File: src/include/dir_pkg.sv
// constants and types for the dma identity register bank
package dir_pkg;

    ////////////////////////////////////////////////////////////////////////////
    // bus widths
    localparam int ADDR_W = 32;
    localparam int DATA_W = 32;

    ////////////////////////////////////////////////////////////////////////////
    // register byte addresses
    localparam logic [ADDR_W-1:0] OFS_DMA_IDENT_BYTE0  = 32'hffe0_4fe0;
    localparam logic [ADDR_W-1:0] OFS_DMA_IDENT_BYTE1  = 32'hffe0_4fe4;
    localparam logic [ADDR_W-1:0] OFS_DMA_IDENT_BYTE2  = 32'hffe0_4fe8;
    localparam logic [ADDR_W-1:0] OFS_DMA_CONFIG_BYTE  = 32'hffe0_4fec;
    localparam logic [ADDR_W-1:0] OFS_CELL_IDENT_BYTE0 = 32'hffe0_4ff0;
    localparam logic [ADDR_W-1:0] OFS_CELL_IDENT_BYTE1 = 32'hffe0_4ff4;
    localparam logic [ADDR_W-1:0] OFS_CELL_IDENT_BYTE2 = 32'hffe0_4ff8;
    localparam logic [ADDR_W-1:0] OFS_CELL_IDENT_BYTE3 = 32'hffe0_4ffc;
    localparam logic [ADDR_W-1:0] OFS_BURST_CTRL       = 32'hffe0_4fd0;
    localparam logic [ADDR_W-1:0] OFS_BURST_STAT       = 32'hffe0_4fd4;

    ////////////////////////////////////////////////////////////////////////////
    // identity word field positions
    localparam int PRODUCT_LSB    = 0;
    localparam int PRODUCT_W      = 12;
    localparam int ORIGINATOR_LSB = 12;
    localparam int ORIGINATOR_W   = 8;
    localparam int REVISION_LSB   = 20;
    localparam int REVISION_W     = 4;
    localparam int CONFIG_LSB     = 24;
    localparam int CONFIG_W       = 8;

    ////////////////////////////////////////////////////////////////////////////
    // configuration byte fields and reset encodings
    localparam int CFG_REQ_BIT       = 7;
    localparam int CFG_WIDTH_LSB     = 4;
    localparam int CFG_MASTERS_BIT   = 3;
    localparam int CFG_CHAN_LSB      = 0;
    localparam logic       CFG_REQ_16    = 1'b0;
    localparam logic [2:0] CFG_WIDTH_32  = 3'h0;
    localparam logic       CFG_MASTERS_1 = 1'b0;
    localparam logic [2:0] CFG_CHAN_2    = 3'h0;

    ////////////////////////////////////////////////////////////////////////////
    // burst control register fields and reset value
    localparam int BC_SIZE_LSB  = 0;
    localparam int BC_SAME_BIT  = 2;
    localparam int BC_COUNT_LSB = 16;
    localparam int BC_COUNT_W   = 16;
    localparam logic [DATA_W-1:0] BURST_CTRL_RST = 32'h0000_0000;

    // burst status register fields
    localparam int BS_BEATS_LSB = 0;
    localparam int BS_KIND_LSB  = 8;

    // beats per burst
    localparam logic [4:0] BEATS_SINGLE = 5'h01;
    localparam logic [4:0] BEATS_WORD   = 5'h04;
    localparam logic [4:0] BEATS_HALF   = 5'h08;

    ////////////////////////////////////////////////////////////////////////////
    // types
    typedef enum logic [1:0] {
        SIZE_BYTE,
        SIZE_HALF,
        SIZE_WORD,
        SIZE_RSVD
    } dir_size_e;

    typedef enum logic [1:0] {
        KIND_SINGLE,
        KIND_INCR4,
        KIND_INCR8,
        KIND_UNUSED
    } dir_kind_e;

    typedef struct packed {
        logic              psel;
        logic              penable;
        logic              pwrite;
        logic [ADDR_W-1:0] paddr;
        logic [DATA_W-1:0] pwdata;
    } dir_apb_req_s;

    typedef struct packed {
        dir_kind_e  kind;
        logic [4:0] beats;
    } dir_burst_s;

endpackage

File: src/dir_regs.sv
// apb register bank: identity bytes, cell identity bytes, burst planning
//
// Our own choice: the APB register port.
`timescale 1ns/1ps

module dir_regs
    import dir_pkg::*;
#(
    parameter logic [PRODUCT_W-1:0]    PRODUCT_CODE    = 12'h3a7,      // arbitrary value
    parameter logic [ORIGINATOR_W-1:0] ORIGINATOR_CODE = 8'h5c,        // arbitrary value
    parameter logic [REVISION_W-1:0]   REVISION        = 4'h2,         // arbitrary value
    parameter logic [DATA_W-1:0]       CELL_IDENT_WORD = 32'h6e2d_c93a // arbitrary value
) (
    // clock, reset, enable
    input  wire logic              clock,
    input  wire logic              rstn,
    input  wire logic              ce,
    // apb request
    input  wire dir_apb_req_s      apb_req,
    // apb answer
    output logic [DATA_W-1:0]      prdata,
    output logic                   pready,
    output logic                   pslverr,
    // burst plan towards the channel engine
    output dir_burst_s             burst_plan
);

    ////////////////////////////////////////////////////////////////////////////
    // fixed identity content

    // configuration byte assembled from its encodings
    localparam logic [CONFIG_W-1:0] CONFIG_BYTE = {CFG_REQ_16, CFG_WIDTH_32,
                                                   CFG_MASTERS_1, CFG_CHAN_2};

    // whole identity word, fields packed at their positions
    localparam logic [DATA_W-1:0] IDENT_WORD = {CONFIG_BYTE, REVISION,
                                                ORIGINATOR_CODE, PRODUCT_CODE};

    ////////////////////////////////////////////////////////////////////////////
    // state

    logic [DATA_W-1:0] burst_ctrl_reg;
    logic [DATA_W-1:0] prdata_reg;
    logic [DATA_W-1:0] prdata_next;
    logic              pready_reg;
    logic              pslverr_reg;
    logic              pslverr_next;
    dir_burst_s        plan_reg;
    dir_burst_s        plan_next;
    logic              setup_phase;
    logic              access_done;

    ////////////////////////////////////////////////////////////////////////////
    // helpers

    // pick byte n (0..3) of a word, placed in the low bits
    function automatic logic [DATA_W-1:0] byte_of(input logic [DATA_W-1:0] word, input logic [1:0] n);
        logic [7:0] b;
        b = word[{n, 3'h0} +: 8];
        return {24'h00_0000, b};
    endfunction

    // burst choice from size, same-port flag and remaining beats
    function automatic dir_burst_s plan_burst(input dir_size_e size, input logic same,
                                              input logic [BC_COUNT_W-1:0] count);
        dir_burst_s p;
        p.kind  = KIND_SINGLE;
        p.beats = BEATS_SINGLE;
        if (same && size == SIZE_WORD && count >= 16'(BEATS_WORD)) begin
            p.kind  = KIND_INCR4;
            p.beats = BEATS_WORD;
        end else if (same && size == SIZE_HALF && count >= 16'(BEATS_HALF)) begin
            p.kind  = KIND_INCR8;
            p.beats = BEATS_HALF;
        end
        // byte transfers fall to single beats, never a sixteen-beat burst
        return p;
    endfunction

    ////////////////////////////////////////////////////////////////////////////
    // apb phase decode

    assign setup_phase = apb_req.psel && !apb_req.penable;
    assign access_done = apb_req.psel && apb_req.penable && pready_reg;

    ////////////////////////////////////////////////////////////////////////////
    // read data and error decode, prepared during setup
    always_comb begin
        prdata_next  = 32'h0000_0000;
        pslverr_next = 1'b0;
        unique case (apb_req.paddr)
            OFS_DMA_IDENT_BYTE0:  prdata_next = byte_of(IDENT_WORD, 2'h0);
            OFS_DMA_IDENT_BYTE1:  prdata_next = byte_of(IDENT_WORD, 2'h1);
            OFS_DMA_IDENT_BYTE2:  prdata_next = byte_of(IDENT_WORD, 2'h2);
            OFS_DMA_CONFIG_BYTE:  prdata_next = byte_of(IDENT_WORD, 2'h3);
            OFS_CELL_IDENT_BYTE0: prdata_next = byte_of(CELL_IDENT_WORD, 2'h0);
            OFS_CELL_IDENT_BYTE1: prdata_next = byte_of(CELL_IDENT_WORD, 2'h1);
            OFS_CELL_IDENT_BYTE2: prdata_next = byte_of(CELL_IDENT_WORD, 2'h2);
            OFS_CELL_IDENT_BYTE3: prdata_next = byte_of(CELL_IDENT_WORD, 2'h3);
            OFS_BURST_CTRL:       prdata_next = burst_ctrl_reg;
            OFS_BURST_STAT: begin
                prdata_next[BS_BEATS_LSB +: 5] = plan_reg.beats;
                prdata_next[BS_KIND_LSB +: 2]  = plan_reg.kind;
            end
            default: pslverr_next = 1'b1;
        endcase
        // read-back only: write data never reaches prdata
        if (apb_req.pwrite) begin
            prdata_next = 32'h0000_0000;
        end
    end

    ////////////////////////////////////////////////////////////////////////////
    // answer flops: one wait-free access cycle after every setup
    always_ff @(posedge clock or negedge rstn) begin
        if (!rstn) begin
            pready_reg  <= 1'b0;
            pslverr_reg <= 1'b0;
            prdata_reg  <= 32'h0000_0000;
        end else if (ce) begin
            pready_reg  <= setup_phase;
            pslverr_reg <= setup_phase && pslverr_next;
            prdata_reg  <= setup_phase ? prdata_next : 32'h0000_0000;
        end
    end

    ////////////////////////////////////////////////////////////////////////////
    // burst control register: the only writable word
    always_ff @(posedge clock or negedge rstn) begin
        if (!rstn) begin
            burst_ctrl_reg <= BURST_CTRL_RST;
        end else if (ce && access_done && apb_req.pwrite && apb_req.paddr == OFS_BURST_CTRL) begin
            burst_ctrl_reg <= apb_req.pwdata;
        end
        // identity addresses take writes without any effect
    end

    ////////////////////////////////////////////////////////////////////////////
    // burst plan follows the control register
    assign plan_next = plan_burst(dir_size_e'(burst_ctrl_reg[BC_SIZE_LSB +: 2]),
                                  burst_ctrl_reg[BC_SAME_BIT],
                                  burst_ctrl_reg[BC_COUNT_LSB +: BC_COUNT_W]);

    always_ff @(posedge clock or negedge rstn) begin
        if (!rstn) begin
            plan_reg <= '{kind: KIND_SINGLE, beats: BEATS_SINGLE};
        end else if (ce) begin
            plan_reg <= plan_next;
        end
    end

    ////////////////////////////////////////////////////////////////////////////
    // outputs straight from flops
    assign prdata     = prdata_reg;
    assign pready     = pready_reg;
    assign pslverr    = pslverr_reg;
    assign burst_plan = plan_reg;

endmodule

File: config.mk
export PLATFORM = sky130hd
export DESIGN_NAME = dir_regs
export DESIGN_NICKNAME = d
export VERILOG_FILES = /design/src/include/dir_pkg.sv /design/src/dir_regs.sv
export SDC_FILE = /design/constraint.sdc
export NUM_CORES = 1
export LEC_CHECK = 0
export BUFFER_PORTS_ARGS = -buffer_cell sky130_fd_sc_hd__buf_4
export CAP_MARGIN = 25
export CORE_MARGIN = 3
export CORE_UTILIZATION = 45
export CTS_CLUSTER_DIAMETER = 200
export DETAILED_ROUTE_END_ITERATION = 7
export PLACE_DENSITY_LB_ADDON = 0.25
export RECOVER_POWER = 25
export SYNTH_ARGS = -nofsm -noshare
export SYNTH_HDL_FRONTEND = slang
export SYNTH_SLANG_ARGS = --single-unit
File: constraint.sdc
create_clock -name clock -period 1.29 [get_ports clock]
set_input_delay 0.129 -clock clock [delete_from_list [all_inputs] [get_ports clock]]
set_output_delay 0.129 -clock clock [all_outputs]
set_load 0.05 [all_outputs]
**Word-level counts from Yosys, hierarchy flattened**

Cells that the tools add are included.

- Magnitude comparators: 2
- Equality and inequality tests: 12
- Reduce and logical (&&, ||, !) cells: 15
- Multiplexer cells: 9

Operator list:

| operator | number |
|---|---|
| equality test 32 bit, second input constant | 10 |
| 2-to-1 mux 32 bit | 2 |
| one-hot mux 5 bit (9 select lines) | 1 |
| 2-to-1 mux 22 bit | 1 |
| greater-or-equal comparator 16 x 3 -> 1 bit, second input constant | 1 |
| greater-or-equal comparator 16 x 4 -> 1 bit, second input constant | 1 |
| one-hot mux 3 bit (5 select lines) | 1 |
| 2-to-1 mux 7 bit | 2 |
| logical AND 1 bit | 11 |
| OR reduction 10 bit | 1 |
| one-hot mux 2 bit (2 select lines) | 1 |
| OR reduction 3 bit | 1 |
| equality test 2 x 1 -> 1 bit, second input constant | 1 |
| equality test 2 bit, second input constant | 1 |
| OR reduction 2 bit | 1 |
| logical NOT 1 bit | 1 |
| 2-to-1 mux 1 bit | 1 |

- Output and inout bits: 41
- Word-level logic and storage cells: 44
- Bits in registers: 73

**Longest topological paths before layout**

- Depth after elaboration: 5
- Mapped depth: 6
- Mapped depth without buffers: 4

**Worst setup path before layout**

No wires, ideal clock.

- Path type: input to register
- Start point: input port apb_req[45] (netlist name)
- End point: register burst_ctrl_reg[10]
- Library setup time: 0.125 ns
- Arrival: 1.698 ns
- Setup slack: -0.533 ns
- Stages: 5
- Path through: or4b_4 -> nor4_4 -> nand4_4 -> buf_6 -> mux2_4

- Longest elaborated chain between the ends: 2

RTL lines:

| what | RTL line | text |
|---|---|---|
| start: declaration | dir_regs.sv:19 | `input wire dir_apb_req_s apb_req,` |
| equality test 32 bit | dir_regs.sv:132 | `end else if (ce && access_done && apb_req.pwrite && apb_req.paddr == OFS_BURST_CTRL) begin` |
| logical AND 1 bit | dir_regs.sv:132 |  |
| end signal: assignment | dir_regs.sv:133 | `burst_ctrl_reg <= apb_req.pwdata;` |
| end: declaration | dir_regs.sv:42 | `logic [DATA_W-1:0] burst_ctrl_reg;` |

Every way passes these cells.
A chain may end at the register's enable or synchronous reset.

**Worst setup path after layout**

- Start point: input port apb_req[45] (netlist name)
- End point: register burst_ctrl_reg[4]

Same word-level chain as after synthesis.

==> impl_metrics.py <==
metrics = {
    "route": {
        "wirelength_mm": 8.82,
        "firstDrtPassIters": 4,
        "avgRoutedWirePerCell_um": 18.1,
        "drtIter0Drc": 76,
        "vias": 2573,
        "viasPerCell": 5.28,
        "drc": 0,
        "drt.antenna.violating_nets": 0,
    },
    "final_layout": {
        "drive_above_1_share_pct": 56.9,
        "fin_util_pct": 72.9,
        "final_cells": 487,
        "multi_input_area_um2": 1410,
        "areaGrowthSynthToFinish_pct": 51.5,
        "diodes": 0,
        "regArea_um2": 1730,
        "final_cell_area_um2": 4790,
        "nets": 459,
        "fillers": 473,
    },
    "yosys": {
        "yosys-top-cells-count": "68 x dfrtp_1, 30 x mux2_4, 24 x a22o_1",
        "synth_seq_cells": 69,
        "synth_area_um2": 3160,
        "seq_area_frac_synth_pct": 54.7,
        "synthCells": 236,
        "synth.most_common_cell": "dfrtp_1",
        "yosysUniqueCellTypes": 49,
        "ys_warn_count": 0,
        "synth_top_area_share_pct": 53.8,
        "synth_flop_cell": "dfrtp_1",
        "synth-edff-count": 0,
        "yosys.area.top_type": "dfrtp_1",
        "yosys-top-cells-area": "dfrtp_1 54%, mux2_4 14%, a22o_1 6.7%",
        "async_reset_ff_share_pct": 100,
        "synth_area_per_cell_um2": 13.4,
    },
    "cts": {
        "cts_tree": "built",
        "worstSkewPairLatency_ns": 0.34,
        "cts_sinks": 69,
        "clk_pin_slew_ns": 0.08,
        "clk_path_buf_depth": 2,
        "tritoncts.num_buffers": 9,
        "clockRootBuffer": "clkbuf_8",
        "htree_num_levels": 3,
    },
    "place": {
        "port-buffer-count": 108,
        "gp_congestion": 0.851,
        "dpl.hpwl_mm": 5.89,
        "place_area_um2": 4310,
        "dp_cells": 458,
    },
    "power_and_ir_drop": {
        "vdd_drop_max_mv": 0.735,
        "power_density_nw_per_um2": 934,
        "p_leak_nw": 2.50,
        "power_w": 0.00447,
    },
    "floorplanning": {
        "start_util_pct": 48.1,
        "io_pins": 111,
        "core_area_um2": 6570,
        "num_rows": 29,
        "die_y_um": 89.8,
        "die-area_um2": 8060,
        "die_x_um": 89.8,
    },
    "sta": {
        "clock.fmax_ghz": 0.633,
        "rsz0062_at_grt": "true",
        "tightest_slew_ns": 0.608,
        "worst_hold_slack_ns": 0.0159,
        "final.setup.worst_slack_ns": -0.289,
        "fin_crit_ns": 1.58,
        "hold_viol_final": 0,
        "fin_crit_sh_pct": 122,
        "fin_worst_skew_ns": 0.00825,
        "slew_viol_final": 0,
        "relSlewSlack_pct": 59.5,
        "setup_violations": 68,
    },
    "critical_path": {
        "start_kind": "input pin",
        "cp.arrival_ns": 1.80,
        "worstPathCellList": "buf_6 > or4b_4 > nor4_4 > nand4_4 > buf_12 > mux2_4",
        "path_max_fanout": 32,
        "end_kind": "register",
        "path_class": "input pin to register",
        "crit_slowest_cell": "or4b_4",
        "critical-path-max-stage-delay_ns": 0.54,
        "worstPathRequired_ns": 1.51,
    },
    "global_route": {
        "grt_pass1_wl_mm": 14.0,
        "grt_antenna_before_repair": 0,
        "grt_remaining_overflow": 0,
        "grt_usage_pct": 21.8,
        "grt_pass1_vias": 2751,
        "grt_max_degree": 33,
    },
    "worst_hold_path": {
        "min_path_type": "input pin to register",
    },
    "run_status": {
        "status": "finished with violations",
        "failed_checks": "setup timing",
    },
    "job": {
        "cap_viol_max_count": 0,
    },
}
-- worst max-delay path, delay by kind of cell --
kind | cells | cell delay [ns]
multiplexers | 1 | 0.33
buffers and inverters | 2 | 0.30
AND/OR/NAND/NOR | 3 | 1.01
-- routing by layer --
layer	vias to the layer above	global-route usage [%]	part of all wire, %
li1	1195	-	-
met4	0	8.56	2.3
met1	1251	25.4	39
met3	19	5.68	6.4
met5	-	0	0
met2	108	38.4	53
-- final cells by class --
| cell class | count | area share, % |
|---|---|---|
| Clock buffer | 12 | 3.45 |
| Clock inverter | 4 | 1.12 |
| Inverter | 11 | 0.862 |
| Multi-Input combinational cell | 140 | 29.3 |
| Sequential cell | 69 | 36.1 |
| Tap cell | 93 | 2.43 |
| Timing Repair Buffer | 158 | 26.7 |
-- per-stage QoR --
stage,TNS [ns],worst slack [ns]
final,-16.03,-0.289
after global placement,-37.73,-0.606
after CTS,-13.53,-0.248
after global routing,-17.52,-0.297
after detailed placement,-39.23,-0.635
after floorplan,-27.37,-0.533
-- kinds of logic after synthesis --
logic type | share of synthesized area [%]
other | 0.119
buffers and inverters | 4.71
AO/OA/AOI/OAI | 15.5
AND/OR/NAND/NOR | 10.0
multiplexers | 15.0
flip-flops | 54.7
-- cell usage in the layout (no fill, tap or decap), types with 3 or more instances in the layout --
cell,Yosys,layout
dlygate4sd3_1,0,5
clkbuf_8,0,12
o2bb2ai_2,0,4
nor2_1,6,6
nor2b_1,4,4
nand4b_1,3,3
buf_6,3,3
a22o_1,24,24
a21oi_1,3,3
mux2_4,30,30
o21ai_0,5,5
inv_1,11,11
nand4_1,4,4
nand2_1,4,4
dfrtp_1,68,68
buf_4,4,144
buf_12,0,3
nor3_1,3,3
o32ai_2,0,6
-- what timing repair did --
item / in CTS / in global routing
endpoints found under the setup margin: 67 / 68
pin swaps: 7 / 2
gates resized for setup: 15 / 3
hold endpoints to repair: 37 / 1
cloned: 1 / 3
buffers inserted: 3 / 1
hold buffers: 4 / 1
-- worst paths after layout --
path | startpoint | end | slack (ns) | depth (start not counted)
min | apb_req[18] | burst_ctrl_reg[18] | 0.02 | 2
min in group asynchronous | rstn | prdata[2] | 0.33 | 2
max reg2reg | burst_ctrl_reg[24] | burst_plan[5] | -0.22 | 4
max | apb_req[45] | burst_ctrl_reg[4] | -0.29 | 6
max in group asynchronous | rstn | pready | 0.14 | 3
min reg2reg | prdata[1] | prdata[1] | 0.50 | 1
-- power by group --
part | leakage [nW] | internal [W] | total, W | switching (W)
Combinational | 1.44 | 0.000217 | 0.000423 | 0.000206
Sequential | 0.959 | 0.00217 | 0.00217 | 0.00000267
Clock | 0.105 | 0.00106 | 0.00188 | 0.000821
Total | 2.50 | 0.00344 | 0.00447 | 0.00103
No activity file was read; power rests on OpenSTA's default activity.
